### src/adsc_pkg.sv
// package: register map, field layout, reset values and types of the converter control
package adsc_pkg;

  // ****************************************
  // register byte addresses on the bus
  // ****************************************
  localparam logic [7:0] ADDR_RESH  = 8'h00; // result high byte
  localparam logic [7:0] ADDR_RESL  = 8'h04; // result low byte
  localparam logic [7:0] ADDR_CTRL0 = 8'h08; // adc_control_zero
  localparam logic [7:0] ADDR_CTRL1 = 8'h0c; // adc_control_one
  localparam logic [7:0] ADDR_STAT  = 8'h10; // interrupt status
  localparam logic [7:0] ADDR_MASK  = 8'h14; // interrupt mask

  // ****************************************
  // field positions
  // ****************************************
  localparam int C0_CLK_LSB  = 6; // conv_clock_select low pair, 7:6
  localparam int C0_CHAN_LSB = 3; // channel_select, 5:3
  localparam int C0_GO_BIT   = 2; // start / done
  localparam int C0_PWR_BIT  = 0; // converter_power_on
  localparam int C1_JUST_BIT = 7; // result_justify
  localparam int C1_CLK2_BIT = 6; // conv_clock_select top bit
  localparam int C1_PCFG_LSB = 0; // port_config_code, 3:0
  localparam int IRQ_DONE_BIT = 0; // conversion_complete_flag

  // ****************************************
  // reset values
  // ****************************************
  localparam logic [7:0] CTRL0_RST = 8'h00;
  localparam logic [7:0] CTRL1_RST = 8'h00;
  localparam logic       MASK_RST  = 1'b0;
  localparam logic [7:0] PINS_RST  = 8'hff; // every shared pin analog

  // ****************************************
  // timing, in conv_bit_period units
  // ****************************************
  localparam logic [3:0] CONV_TADS = 4'hc; // periods per conversion
  localparam logic [3:0] LAST_TAD  = CONV_TADS - 4'h1;
  localparam logic [3:0] SAMPLE_TAD = 4'h0; // hold period

  // sequencer states
  typedef enum logic {ADSC_IDLE, ADSC_CONV} adsc_state_t;

  // whole state of the block
  typedef struct packed {
    logic [1:0]  clkSelLo;
    logic [2:0]  chanSel;
    logic        go;
    logic        pwr;
    logic        just;
    logic        clkSelHi;
    logic [3:0]  pcfg;
    logic [9:0]  result;
    logic        flag;
    logic        mask;
    adsc_state_t st;
    logic [5:0]  divCnt;
    logic [3:0]  tadCnt;
    logic [9:0]  sar;
    logic        hold;
    logic [7:0]  pins;
    logic        vpos;
    logic        vneg;
    logic [31:0] rdata;
    logic        ready;
    logic        err;
    logic        irq;
  } adsc_regs_t;

endpackage

### src/adsc_control.sv
// module: converter control, sequencer and register slave of the 10-bit converter
// What this block does
// RULE1 - three select bits pick conversion clock source
// RULE2 - channel field routes one of eight inputs
// RULE3 - software avoids unimplemented channel codes
// RULE4 - start bit launches, reads busy, self-clears
// RULE5 - power bit enables converter, off stops it
// RULE6 - unimplemented control bits read as zero
// RULE7 - justify bit selects result byte layout
// RULE8 - port code marks pins analog or digital
// RULE9 - port code selects reference sources
// RULE10 - reset forces shared pins to analog
// RULE11 - sleep conversions only on internal clock
// RULE12 - successive approximation yields ten-bit result
// RULE13 - reset clears registers, aborts any conversion
// RULE14 - completion loads result, clears start, flags
// RULE15 - four converter registers on the bus
// RULE16 - conversion lasts twelve bit periods
// RULE17 - software waits two periods between conversions
// RULE18 - result registers keep content over reset
// RULE19 - flag sticks until cleared, gated interrupt
`timescale 1ns/1ps

module adsc_control
  import adsc_pkg::*;
(
  input  wire logic        clk,
  input  wire logic        reset_n,
  // apb slave
  input  wire logic        psel,
  input  wire logic        penable,
  input  wire logic        pwrite,
  input  wire logic [7:0]  paddr,
  input  wire logic [31:0] pwdata,
  output logic      [31:0] prdata,
  output logic             pready,
  output logic             pslverr,
  // clock and power environment
  input  wire logic        rcTick,
  input  wire logic        sleepMode,
  // conversion core
  input  wire logic        compIn,
  output logic      [9:0]  sarTrial,
  output logic             sampleHold,
  output logic             powerOn,
  output logic      [2:0]  chanSel,
  // pin functions
  output logic      [7:0]  analogPinMask,
  output logic             vrefPosExt,
  output logic             vrefNegExt,
  // interrupt
  output logic             irq
);

  // ****************************************
  // state and helpers
  // ****************************************
  adsc_regs_t r_q;       // registered state
  adsc_regs_t r_d;       // next state
  logic [2:0] clkSel;    // full clock select
  logic       useRc;     // internal rc clock chosen
  logic       divHit;    // divider at its last count
  logic       tadTick;   // one bit period elapsed
  logic       busAct;    // access phase in progress
  logic       busDone;   // completing edge of access
  logic       startHit;  // conversion launched
  logic       doneHit;   // conversion finished
  logic [32:0] rdWord;   // hit flag and read data
  logic [3:0] bitIdx;    // result bit decided this period

  // ****************************************
  // divider last count per clock select
  // ****************************************
  function automatic logic [5:0] divLast(input logic [2:0] s);
    unique case (s)
      3'h0:    divLast = 6'h01; // osc/2
      3'h4:    divLast = 6'h03; // osc/4
      3'h1:    divLast = 6'h07; // osc/8
      3'h5:    divLast = 6'h0f; // osc/16
      3'h2:    divLast = 6'h1f; // osc/32
      3'h6:    divLast = 6'h3f; // osc/64
      default: divLast = 6'h3f; // rc codes, divider idle
    endcase
  endfunction

  // ****************************************
  // pin map: {analog mask, vref+ pin, vref- pin}
  // ****************************************
  // vref pins are counted as analog: never digital
  function automatic logic [9:0] pinMap(input logic [3:0] c);
    unique case (c)
      4'h0: pinMap = {8'hff, 1'b0, 1'b0};
      4'h1: pinMap = {8'hff, 1'b1, 1'b0};
      4'h2: pinMap = {8'h1f, 1'b0, 1'b0};
      4'h3: pinMap = {8'h1f, 1'b1, 1'b0};
      4'h4: pinMap = {8'h0b, 1'b0, 1'b0};
      4'h5: pinMap = {8'h0b, 1'b1, 1'b0};
      4'h6: pinMap = {8'h00, 1'b0, 1'b0};
      4'h7: pinMap = {8'h00, 1'b0, 1'b0};
      4'h8: pinMap = {8'hff, 1'b1, 1'b1};
      4'h9: pinMap = {8'h3f, 1'b0, 1'b0};
      4'ha: pinMap = {8'h3f, 1'b1, 1'b0};
      4'hb: pinMap = {8'h3f, 1'b1, 1'b1};
      4'hc: pinMap = {8'h1f, 1'b1, 1'b1};
      4'hd: pinMap = {8'h0f, 1'b1, 1'b1};
      4'he: pinMap = {8'h01, 1'b0, 1'b0};
      4'hf: pinMap = {8'h0d, 1'b1, 1'b1};
    endcase
  endfunction

  // ****************************************
  // clock select and bit-period ticks
  // ****************************************
  // RULE1 - select the clock
  assign clkSel = {r_q.clkSelHi, r_q.clkSelLo};
  assign useRc  = clkSel[1] & clkSel[0];
  assign divHit = (r_q.divCnt == divLast(clkSel));
  // RULE11 - sleep stalls osc clock
  // the osc divider stops in sleep; only the rc tick keeps running
  assign tadTick = (r_q.st == ADSC_CONV) &&
                   (useRc ? rcTick : (!sleepMode && divHit));
  // periods 1..10 decide bits 9..0; other periods never index with it
  assign bitIdx  = 4'ha - r_q.tadCnt;
  assign busAct  = psel && penable;
  assign busDone = busAct && r_q.ready;

  // ****************************************
  // read mux
  // ****************************************
  // registers are sampled into prdata at the same edge that raises pready
  always_comb begin
    rdWord = {1'b1, 32'h0};
    unique case (paddr)
      // RULE7 - justify the result
      ADDR_RESH: begin
        if (r_q.just) begin
          rdWord[7:0] = {6'h00, r_q.result[9:8]};
        end else begin
          rdWord[7:0] = r_q.result[9:2];
        end
      end
      ADDR_RESL: begin
        if (r_q.just) begin
          rdWord[7:0] = r_q.result[7:0];
        end else begin
          rdWord[7:0] = {r_q.result[1:0], 6'h00};
        end
      end
      // RULE6 - bit 1 reads zero
      ADDR_CTRL0: begin
        rdWord[7:0] = {r_q.clkSelLo, r_q.chanSel, r_q.go,
                       1'b0, r_q.pwr};
      end
      // RULE6 - bits 5:4 read zero
      ADDR_CTRL1: begin
        rdWord[7:0] = {r_q.just, r_q.clkSelHi, 2'h0, r_q.pcfg};
      end
      ADDR_STAT: begin
        rdWord[IRQ_DONE_BIT] = r_q.flag;
      end
      ADDR_MASK: begin
        rdWord[IRQ_DONE_BIT] = r_q.mask;
      end
      // unmapped: zero data and slave error
      default: begin
        rdWord[32] = 1'b0;
      end
    endcase
  end

  // ****************************************
  // next-state logic
  // ****************************************
  always_comb begin
    r_d      = r_q;
    startHit = 1'b0;
    doneHit  = 1'b0;
    r_d.ready = 1'b0;
    r_d.err   = 1'b0;
    // one wait state: capture data and raise pready at the same edge
    if (busAct && !r_q.ready) begin
      r_d.ready = 1'b1;
      r_d.rdata = rdWord[31:0];
      r_d.err   = !rdWord[32];
    end
    // RULE19 - read clears flag
    // the clear goes first so that a completion below wins
    if (busDone && !pwrite && paddr == ADDR_STAT) begin
      r_d.flag = 1'b0;
    end
    // register writes at the completing edge
    if (busDone && pwrite) begin
      unique case (paddr)
        ADDR_CTRL0: begin
          r_d.clkSelLo = pwdata[C0_CLK_LSB +: 2];
          // RULE2 - channel routing field
          r_d.chanSel  = pwdata[C0_CHAN_LSB +: 3];
          r_d.pwr      = pwdata[C0_PWR_BIT];
          // RULE4 - start while powered
          if (pwdata[C0_GO_BIT] && pwdata[C0_PWR_BIT] &&
              r_q.st == ADSC_IDLE) begin
            startHit   = 1'b1;
            r_d.go     = 1'b1;
            r_d.st     = ADSC_CONV;
            r_d.tadCnt = SAMPLE_TAD;
            r_d.divCnt = 6'h00;
          end
        end
        ADDR_CTRL1: begin
          r_d.just     = pwdata[C1_JUST_BIT];
          r_d.clkSelHi = pwdata[C1_CLK2_BIT];
          r_d.pcfg     = pwdata[C1_PCFG_LSB +: 4];
        end
        ADDR_MASK: begin
          r_d.mask = pwdata[IRQ_DONE_BIT];
        end
        // result and status are read only here
        default: begin
        end
      endcase
    end
    // free divider while converting on the osc clock
    if (r_q.st == ADSC_CONV && !useRc && !sleepMode) begin
      r_d.divCnt = divHit ? 6'h00 : r_q.divCnt + 6'h01;
    end
    // RULE12 - successive approximation steps
    // period 0 holds the sample, 1..10 decide one bit each
    if (tadTick) begin
      r_d.tadCnt = r_q.tadCnt + 4'h1;
      r_d.hold   = 1'b0;
      if (r_q.tadCnt == SAMPLE_TAD) begin
        r_d.sar = 10'h200;
      end else if (r_q.tadCnt <= 4'ha) begin
        // compIn high means input at or above the trial
        if (!compIn) begin
          r_d.sar[bitIdx] = 1'b0;
        end
        // next lower bit becomes the new trial
        if (bitIdx != 4'h0) begin
          r_d.sar[bitIdx - 4'h1] = 1'b1;
        end
      end
      // RULE16 - twelve periods long
      if (r_q.tadCnt == LAST_TAD) begin
        // RULE14 - completion all together
        doneHit    = 1'b1;
        r_d.result = r_q.sar;
        r_d.go     = 1'b0;
        r_d.flag   = 1'b1;
        r_d.st     = ADSC_IDLE;
      end
    end
    // hold the sample in the first period only
    if (startHit) begin
      r_d.hold = 1'b1;
    end
    // RULE5 - power off aborts
    if (!r_d.pwr) begin
      r_d.st   = ADSC_IDLE;
      r_d.go   = 1'b0;
      r_d.hold = 1'b0;
    end
    // RULE8 - pin functions from code
    {r_d.pins, r_d.vpos, r_d.vneg} = pinMap(r_d.pcfg);
    // RULE19 - masked interrupt level
    r_d.irq = r_d.flag & r_d.mask;
    // RULE13 - reset everything else
    if (!reset_n) begin
      r_d          = '0;
      r_d.st       = ADSC_IDLE;
      r_d.clkSelLo = CTRL0_RST[C0_CLK_LSB +: 2];
      r_d.chanSel  = CTRL0_RST[C0_CHAN_LSB +: 3];
      r_d.pwr      = CTRL0_RST[C0_PWR_BIT];
      r_d.just     = CTRL1_RST[C1_JUST_BIT];
      r_d.clkSelHi = CTRL1_RST[C1_CLK2_BIT];
      r_d.pcfg     = CTRL1_RST[C1_PCFG_LSB +: 4];
      r_d.mask     = MASK_RST;
      // RULE10 - pins analog on reset
      r_d.pins     = PINS_RST;
      // RULE18 - result survives reset
      r_d.result   = r_q.result;
    end
  end

  // ****************************************
  // state register
  // ****************************************
  always_ff @(posedge clk) begin
    r_q <= r_d;
  end

  // ****************************************
  // outputs, all straight from r_q
  // ****************************************
  // RULE15 - four converter registers mapped
  assign prdata        = r_q.rdata;
  assign pready        = r_q.ready;
  assign pslverr       = r_q.err;
  assign sarTrial      = r_q.sar;
  assign sampleHold    = r_q.hold;
  // RULE5 - power to the core
  assign powerOn       = r_q.pwr;
  assign chanSel       = r_q.chanSel;
  // RULE9 - reference source outputs
  assign analogPinMask = r_q.pins;
  assign vrefPosExt    = r_q.vpos;
  assign vrefNegExt    = r_q.vneg;
  assign irq           = r_q.irq;
endmodule // adsc_control

### config.mk
export PLATFORM = sky130hd
export DESIGN_NAME = adsc_control
export DESIGN_NICKNAME = d
export VERILOG_FILES = /design/src/adsc_pkg.sv /design/src/adsc_control.sv
export SDC_FILE = /design/constraint.sdc
export NUM_CORES = 1
export LEC_CHECK = 0
export ABC_AREA = 1
export BUFFER_PORTS_ARGS = -buffer_cell sky130_fd_sc_hd__buf_2
export CAP_MARGIN = 30
export CORE_AREA = 2 2 128 130
export DETAILED_ROUTE_END_ITERATION = 8
export DIE_AREA = 0 0 130 132
export MAX_ROUTING_LAYER = met4
export PLACE_DENSITY_LB_ADDON = 0.25
export SYNTH_ARGS = -nofsm -noshare
export SYNTH_HDL_FRONTEND = slang
export SYNTH_SLANG_ARGS = --single-unit
### constraint.sdc
create_clock -name clk -period 2.05 [get_ports clk]
set_input_delay 0.3075 -clock clk [delete_from_list [all_inputs] [get_ports clk]]
set_output_delay 0.3075 -clock clk [all_outputs]
set_load 0.02 [all_outputs]
* Word level (Yosys, flattened, before mapping)
Memory sizes are Yosys's and may differ from the RTL's. A register that Yosys moved wholly into a read port is not among the register bits.
Cells that the tools add are included.
** Storage, ports and cells
- Bits of input ports :: 48
- Memories :: 1
- Output and inout port bits :: 60
- Register bits :: 58
- ROM bits :: 160
** Memory list
- (no name shown) :: depth 16, width 10, read ports 1, clocked after Yosys merged registers in 1, wr ports 0, RTL line adsc_control.sv:91 : unique case (c)
** Operators by class
- $add $sub $neg :: 4
- Bitwise operators :: 6
- Equal/unequal tests :: 11
- Magnitude comparators :: 5
- Multiplexer cells :: 41
- Reductions and logical operators :: 41
** Operators with widths (count)
- 10-bit 2-to-1 mux :: 7
- 6-bit case mux with 5 select lines :: 1
- 7-bit case mux with 4 select lines :: 1
- 8-bit 2-to-1 mux :: 3
- 11-bit 2-to-1 mux :: 2
- 6-bit 2-to-1 mux :: 3
- 1-bit 2-to-1 mux :: 17
- 8-bit by 4-bit equality test with 1-bit output (second input constant) :: 2
- 8-bit by 5-bit equality test with 1-bit output (second input constant) :: 2
- 2-bit nonzero test :: 8
- 15-bit 2-to-1 mux :: 1
- 1-bit logical AND :: 14
- 12-bit 2-to-1 mux :: 1
- 10-bit bitwise AND :: 1
- 4-bit by 5-bit less-than comparator with 1-bit output (second input constant) :: 2
- 10-bit NOT :: 1
- 10-bit OR :: 1
- 2-bit AND reduction :: 5
- 3-bit AND reduction :: 3
- 1-bit demux with 4-bit select :: 2
- 8-bit by 3-bit equality test with 1-bit output (second input constant) :: 1
- 4-bit by 1-bit greater-or-equal comparator with 1-bit output (second input constant) :: 2
- 8-bit logical NOT :: 1
- 6-bit by 1-bit adder with 6-bit output (second input constant) :: 1
- other kinds (18) :: 26

* Logic depth before layout (Yosys ltp)
Gate-level depths: netlist of the first run.
- Depth after elaboration :: 17
- Mapped depth :: 13

* Worst setup path before layout of the first run
Ideal clock, no wire load.
- Path type :: flip-flop to flip-flop
- Start point :: register r_q (netlist bit clkSel[1])
- End point :: register r_q[69] (netlist name), enable pin
- Arrival time :: 1.601 ns
- Setup time :: 0.376 ns
- Clock period less this slack :: 1.977 ns
- Data required time :: 1.674 ns
- Buffers on the path :: 0
- Cell stages (with the launch flop) :: 10
- Setup slack :: 0.073 ns
- Path through :: dfxtp_1 nor2_1 nand2_1 nand2_1 nand2_1 nor2_1 nand3_2 nand2_4 nand3_1 nor2_1
** Between the ends
- Longest elaborated chain between the ends :: 7
- Elaborated cells on any way between the ends :: 12
** RTL lines
- start: declaration :: RTL line adsc_control.sv:58 : adsc_regs_t r_q;
- start signal: assignment :: RTL line adsc_control.sv:289 : r_q <= r_d;
- 3-bit by 2-bit equality test with 1-bit output (tied with other cells) :: RTL line adsc_control.sv:75 : unique case (s)
- 6-bit case mux with 5 select lines :: RTL line adsc_control.sv:75
- 6-bit equality test :: RTL line adsc_control.sv:117 : assign divHit = (r_q.divCnt == divLast(clkSel));
- 1-bit logical AND :: RTL line adsc_control.sv:121 : (useRc ? rcTick : (!sleepMode && divHit));
- 1-bit 2-to-1 mux * :: RTL line adsc_control.sv:121
- 1-bit logical AND * :: RTL line adsc_control.sv:120 : assign tadTick = (r_q.st == ADSC_CONV) &&
- 3-bit AND reduction (no line) *
Every way passes the cells marked *; elsewhere a longest branch is shown, timed or not.
A chain may end at the register's enable or synchronous reset.

* Worst setup path after layout of the first run
- Start point :: register r_q (netlist bit pready)
- End point :: register, netlist name vrefPosExt
** Between the ends
- Longest elaborated chain between the ends :: 3
** RTL lines
- 1-bit logical AND :: RTL line adsc_control.sv:125 : assign busDone = busAct && r_q.ready;
- 1-bit logical AND :: RTL line adsc_control.sv:192 : if (busDone && pwrite) begin
- 8-bit 2-to-1 mux :: RTL line adsc_control.sv:192
No other way between the ends.

==> metrics.cfg, run 1 <==
[final_layout]
diodes = 0
drive_above_1_share = 0.182
area_delta_synth_final_pct = 16.5
fin_area_mm2 = 0.00451
final_nets = 659
final_core_util = 0.287
fill_cells = 1741

[pwr]
vdd_drop_max_v = 0.000313
total_leakage_power_nw = 2.00
powerDensity_mw_per_mm2 = 679

[route]
drc_errors = 0
vias = 3499
viasPerCell = 4.26
drt_iter0_markers = 219
ant_nets = 0
wl_per_cell_um = 12.7
wirelength_um = 10400
dr.pass1.iters = 5

[clock_network]
cts_resized = 0
htree_levels = 3
ctsHoldBuffers = 0
clk_pin_slew_ps = 60
cts_sinks = 67
cts_setup_buffers = 0
cts_tree = done
cts_max_path_buffers = 2
cts_made_buffers = 9
cts_root_buffer = clkbuf_16
clkLatencyLatePin_ps = 340

[synthesis]
synth_edf_count = 10
synth_ff_type = dfxtp_1
ys_seq_elements = 67
synth-seq-area-share = 0.373
synth.avg_cell_area_um2 = 6.98
yosysWarnings = 0
synth_cell_types = 35
synthCells = 554
syn-cell-area_mm2 = 0.00387
async_flop_share = 0

[die]
die_w_um = 130
core_mm2 = 0.0157
io_pins = 108
start_util = 0.246
die_h_um = 132
row_count = 46
dieArea_mm2 = 0.0172

[setup_path]
end_kind = register
reg2reg_to = vrefPosExt
cp-start-kind = register
crit_fanout = 5
rr_startpoint = pready
worstPathRequired_ps = 2310
r2r_cells = 10
path_class = reg -> reg
arrival_ps = 2170
ff2ff_setup_slack_ps = 140

[global_routing]
grt_use_total = 0.128
overflow = 0
grt_pass1_vias = 3328
grt_max_degree = 24
grt_pass1_wl_um = 16700
antenna_found_initial = 0

[sta]
fmax_mhz = 524
clock_skew_ps = 6.22
rsz0062_at_grt = no
layout_min_cycle_time_ps = 1910
final.setup.tns_ps = 0
worstMarginPinSlew_ps = 590
hold_violations = 0
finalCritPeriodShare = 0.930
slew_viol_final = 0
maxSlewHeadroom = 0.605
finalSetupViolations = 0

[placement]
dpl_cell_area_mm2 = 0.00419
portBuffers = 59
gp_routability_congestion = 0.902
hpwl_um = 8080

[run]
cap_violations = 0

[outcome]
outcome = complete, no violations

[hold_path]
hold_start = pwdata[5]
whs_endpoint = chanSel[2]
min-delay-path-class = in -> reg
min_path_cells = 3

==> critical path, stage by stage (launching register included) <==
cell and delay, ps:
dfxtp_1 360, nand4_1 270, inv_1 240, nand2_2 120
nand2_1 70, nand2_1 100, inv_1 170, ha_1 180
nand3b_1 110, nand3_1 70, a21oi_1 140
==> cells in the mapped netlist, types with 3 or more instances <==
library cell	n	area, um^2
nand3b_1	3	22.5
dfxtp_1	57	1140
nor3_1	4	20.0
nor2_2	4	25.0
xor2_1	3	26.3
nor2_1	54	203
inv_1	60	225
nand2_2	6	37.5
ha_1	10	125
buf_4	53	398
nand2_1	135	507
o21ai_0	41	205
a21oi_1	39	195
edfxtp_1	10	300
inv_2	3	11.3
clkbuf_1	4	15.0
nand3_1	45	225
nand4_1	4	25.0
==> cells by family (layout without fill, tap and decap cells) <==
kind of cell / Yosys count / in the layout / synth area share
and+or+nand+nor: 263 / 263 / 0.297
DFF: 67 / 67 / 0.373
other: 1 / 24 / 0.000969
buffers and inverters: 123 / 152 / 0.174
xor gates and xnor gates: 3 / 3 / 0.00679
adders and majority gates: 10 / 10 / 0.0323
AOI/OAI and AO/OA: 87 / 87 / 0.117
==> state kept, by name (all words and copies together) (netlist names) <==
signal         count
sampleHold         1
pready             1
pslverr            1
vrefNegExt         1
r_q               29
powerOn            1
irq                1
analogPinMask      7
vrefPosExt         1
chanSel            3
clkSel             3
sarTrial          10
prdata             8
==> metal layers <==
metal / share of wire / vias to the layer above / GRT usage / routed length [um]
li1: - / 1797 / - / -
met3: 0.055 / 15 / 0.0288 / 569
met4: 0.024 / 0 / 0.0562 / 249
met5: 0 / - / - / 0
met2: 0.48 / 98 / 0.203 / 4980
met1: 0.44 / 1589 / 0.153 / 4620
==> layout make-up <==
cell class | instances | area, um^2 | share of cell area
multi-input cells | 387 | 1840 | 0.409
flip-flops and latches | 67 | 1440 | 0.320
repair buffers | 72 | 393 | 0.0872
clock buffers | 11 | 275 | 0.0611
well taps | 216 | 270 | 0.0600
inverters | 64 | 240 | 0.0533
clock inverters | 5 | 38.8 | 0.00861
==> layout by cell type (no fill, tap or decap), types with 10 or more instances in the layout <==
master     netlist  routed
a21oi_1         39      39
buf_2            0      59
buf_4           53      13
clkbuf_16        0      11
conb_1           1      24
dfxtp_1         57      55
edfxtp_1        10      10
inv_1           60      60
nand2_1        135     135
nand3_1         45      45
nor2_1          54      54
o21ai_0         41      41
==> worst max-delay path by stage <==
| stage | cells past startpoint | startpoint | end | slack (ps) |
|---|---|---|---|---|
| floorplan | 9 | clkSel[1] | r_q[69] | 70 |
| global placement | 13 | paddr[1] | vrefPosExt | 60 |
| detailed placement | 13 | paddr[5] | vrefPosExt | 20 |
| CTS | 11 | r_q[56] | sarTrial[5] | 160 |
| global route | 13 | clkSel[1] | sarTrial[1] | 4 |
| finish | 10 | pready | vrefPosExt | 140 |
==> power by group <==
| part | switching (mW) | total, mW | internal [mW] |
|---|---|---|---|
| sequential | 0.00253 | 1.34 | 1.33 |
| clock | 0.616 | 1.59 | 0.972 |
| combinational | 0.102 | 0.135 | 0.0332 |
==> through the flow <==
| step | cells | hold WS (ps) | total power, mW | setup WS, ps |
|---|---|---|---|---|
| finish | 822 | 196 | 3.06 | 143 |
| floorplan | 577 | 423 | 1.48 | 72.7 |
| global route | 822 | 210 | 3.18 | 4.02 |
| CTS | 822 | 187 | 3.11 | 165 |
| global placement | 806 | 448 | 1.50 | 62.4 |
| detailed placement | 806 | 446 | 1.50 | 23.5 |
No activity file was read; power rests on OpenSTA's default activity.
==> inputs of run 2 (changes only) <==
--- a/config.mk
+++ b/config.mk
@@ -9,6 +9,7 @@
 export BUFFER_PORTS_ARGS = -buffer_cell sky130_fd_sc_hd__buf_2
 export CAP_MARGIN = 30
 export CORE_AREA = 2 2 128 130
+export CTS_BUF_LIST = sky130_fd_sc_hd__clkbuf_2 sky130_fd_sc_hd__clkbuf_4 sky130_fd_sc_hd__clkbuf_8
 export DETAILED_ROUTE_END_ITERATION = 8
 export DIE_AREA = 0 0 130 132
 export MAX_ROUTING_LAYER = met4
==> metrics.cfg, run 2 (synthesis gave the netlist of run 1 again) <==
[outcome]
outcome = complete, no violations  ; unchanged

[route]
ant_nets = 0  ; unchanged
drt_iter0_markers = 221  ; was 219
drc_errors = 0  ; unchanged
wirelength_um = 10300  ; was 10400 um
vias = 3516  ; was 3499
dr.pass1.iters = 4  ; was 5
wl_per_cell_um = 12.6  ; was 12.7 um
viasPerCell = 4.28  ; was 4.26

[setup_path]
reg2reg_to = vrefPosExt  ; unchanged
path_class = reg -> reg  ; unchanged
rr_startpoint = pready  ; unchanged
ff2ff_setup_slack_ps = 140  ; about the same
arrival_ps = 2190  ; was 2170 ps
cp-start-kind = register  ; unchanged
crit_fanout = 5  ; unchanged
r2r_cells = 10  ; unchanged
worstPathRequired_ps = 2340  ; was 2310 ps
end_kind = register  ; unchanged

[pwr]
pwr-share-seq = 0.491  ; was 0.437
clockPowerShare = 0.459  ; was 0.519
vdd_drop_max_v = 0.000235  ; was 0.000313 V
swShare = 0.243  ; was 0.235
total_leakage_power_nw = 1.96  ; was 2.00 nW
p_sw_uw = 659  ; was 720 uW
p_int_mw = 2.06  ; was 2.34 mW
powerDensity_mw_per_mm2 = 615  ; was 679 mW/mm^2
pwr-share-comb = 0.050  ; was 0.044

[global_routing]
grt_pass1_vias = 3321  ; was 3328
antenna_found_initial = 0  ; unchanged
grt_use_total = 0.126  ; was 0.128
grt_pass1_wl_um = 16600  ; was 16700 um
grt_max_degree = 24  ; unchanged
overflow = 0  ; unchanged

[sta]
worstMarginPinSlew_ps = 592  ; was 590 ps
maxSlewHeadroom = 0.604  ; was 0.605
clock_skew_ps = 7.31  ; was 6.22 ps
slew_viol_final = 0  ; unchanged
finalSetupViolations = 0  ; unchanged
final.setup.tns_ps = 0  ; unchanged
layout_min_cycle_time_ps = 1910  ; about the same
rsz0062_at_grt = no  ; unchanged
finalCritPeriodShare = 0.931  ; was 0.930
hold_violations = 0  ; unchanged
fmax_mhz = 524  ; about the same

[clock_network]
ctsHoldBuffers = 0  ; unchanged
htree_levels = 3  ; unchanged
cts_max_path_buffers = 2  ; unchanged
cts_made_buffers = 9  ; unchanged
cts_tree = done  ; unchanged
clk_pin_slew_ps = 80  ; was 60 ps
cts_root_buffer = clkbuf_8  ; was clkbuf_16
clkLatencyLatePin_ps = 360  ; was 340 ps
cts_sinks = 67  ; unchanged

[hold_path]
min_path_cells = 3  ; unchanged
min-delay-path-class = in -> reg  ; unchanged
whs_endpoint = chanSel[2]  ; unchanged
hold_start = pwdata[5]  ; unchanged

[placement]
portBuffers = 59  ; unchanged
dp_cells = 806  ; unchanged
gp_routability_congestion = 0.902  ; unchanged
hpwl_um = 8080  ; unchanged
dpl_cell_area_mm2 = 0.00419  ; unchanged

[final_layout]
final_nets = 659  ; unchanged
fin_area_mm2 = 0.00442  ; was 0.00451 mm^2
max_flop_register = r_q  ; unchanged
final_common_cell = nand2_1  ; unchanged
final_cell_mix = nand2_1, inv_1, buf_2  ; unchanged
largest_reg_flops = 29  ; unchanged
area_delta_synth_final_pct = 14.1  ; was 16.5%
drive_above_1_share = 0.183  ; was 0.182
multiInputGateArea_mm2 = 0.00184  ; unchanged
fill_cells = 1746  ; was 1741
diodes = 0  ; unchanged
fin_cells = 822  ; unchanged
final_core_util = 0.281  ; was 0.287
seq_area_mm2 = 0.00145  ; was 0.00144 mm^2

[die]
die_w_um = 130  ; unchanged
core_mm2 = 0.0157  ; unchanged
die_h_um = 132  ; unchanged
io_pins = 108  ; unchanged
start_util = 0.246  ; unchanged
row_count = 46  ; unchanged
dieArea_mm2 = 0.0172  ; unchanged

[run]
cap_violations = 0  ; unchanged

[run 2: metal layers]
metal / track usage / up-vias / wire (um)
met5: - / - / 0
met4: 0.0532 / 0 / 222
met3: 0.0292 / 14 / 615
met2: 0.200 / 108 / 4900
met1: 0.152 / 1594 / 4600
li1: - / 1800 / -
[run 2: final cells by class]
| class | instances | share of cell area |
|---|---|---|
| Inverter | 64 | 0.0544 |
| Tap cell | 216 | 0.0612 |
| Clock inverter | 7 | 0.0224 |
| Sequential cell | 67 | 0.327 |
| Clock buffer | 9 | 0.0281 |
| Multi-Input combinational cell | 387 | 0.418 |
| Timing Repair Buffer | 72 | 0.0890 |
[run 2: power groups by stage]
stage / sequential, mW / clock (mW) / combinational [mW]
after floorplan: 1.37 / 0 / 0.117
final: 1.33 / 1.25 / 0.135
after detailed placement: 1.36 / 0 / 0.134
after CTS: 1.33 / 1.29 / 0.135
after global placement: 1.36 / 0 / 0.135
after global routing: 1.33 / 1.35 / 0.149
[run 2: worst max-delay path, stage by stage, from the launching register on]
cell	delay, ps
dfxtp_1	370
nand4_1	280
inv_1	250
nand2_2	120
nand2_1	70
nand2_1	100
inv_1	170
ha_1	180
nand3b_1	110
nand3_1	70
a21oi_1	140
[run 2: worst max path at each step]
stage | slack, ps | endpoint | startpoint
finish | 140 | vrefPosExt | pready
global route | 4 | vrefPosExt | pready
CTS | 150 | sarTrial[5] | r_q[56]
detailed placement | 20 | vrefPosExt | paddr[5]
global placement | 60 | vrefPosExt | paddr[1]
floorplan | 70 | r_q[69] | clkSel[1]
[run 2: per-stage QoR]
step | power [mW] | worst slack, ps | hold slack (ps)
floorplan | 1.48 | 72.7 | 423
global placement | 1.50 | 62.4 | 448
detailed placement | 1.50 | 23.5 | 446
CTS | 2.76 | 155 | 164
global route | 2.84 | 3.61 | 183
finish | 2.71 | 142 | 178
[run 2: what timing repair did]
item	4_1_cts	5_1_grt
gates resized for setup	0	4
endpoints found under the setup margin	0	6
setup buffers	0	0
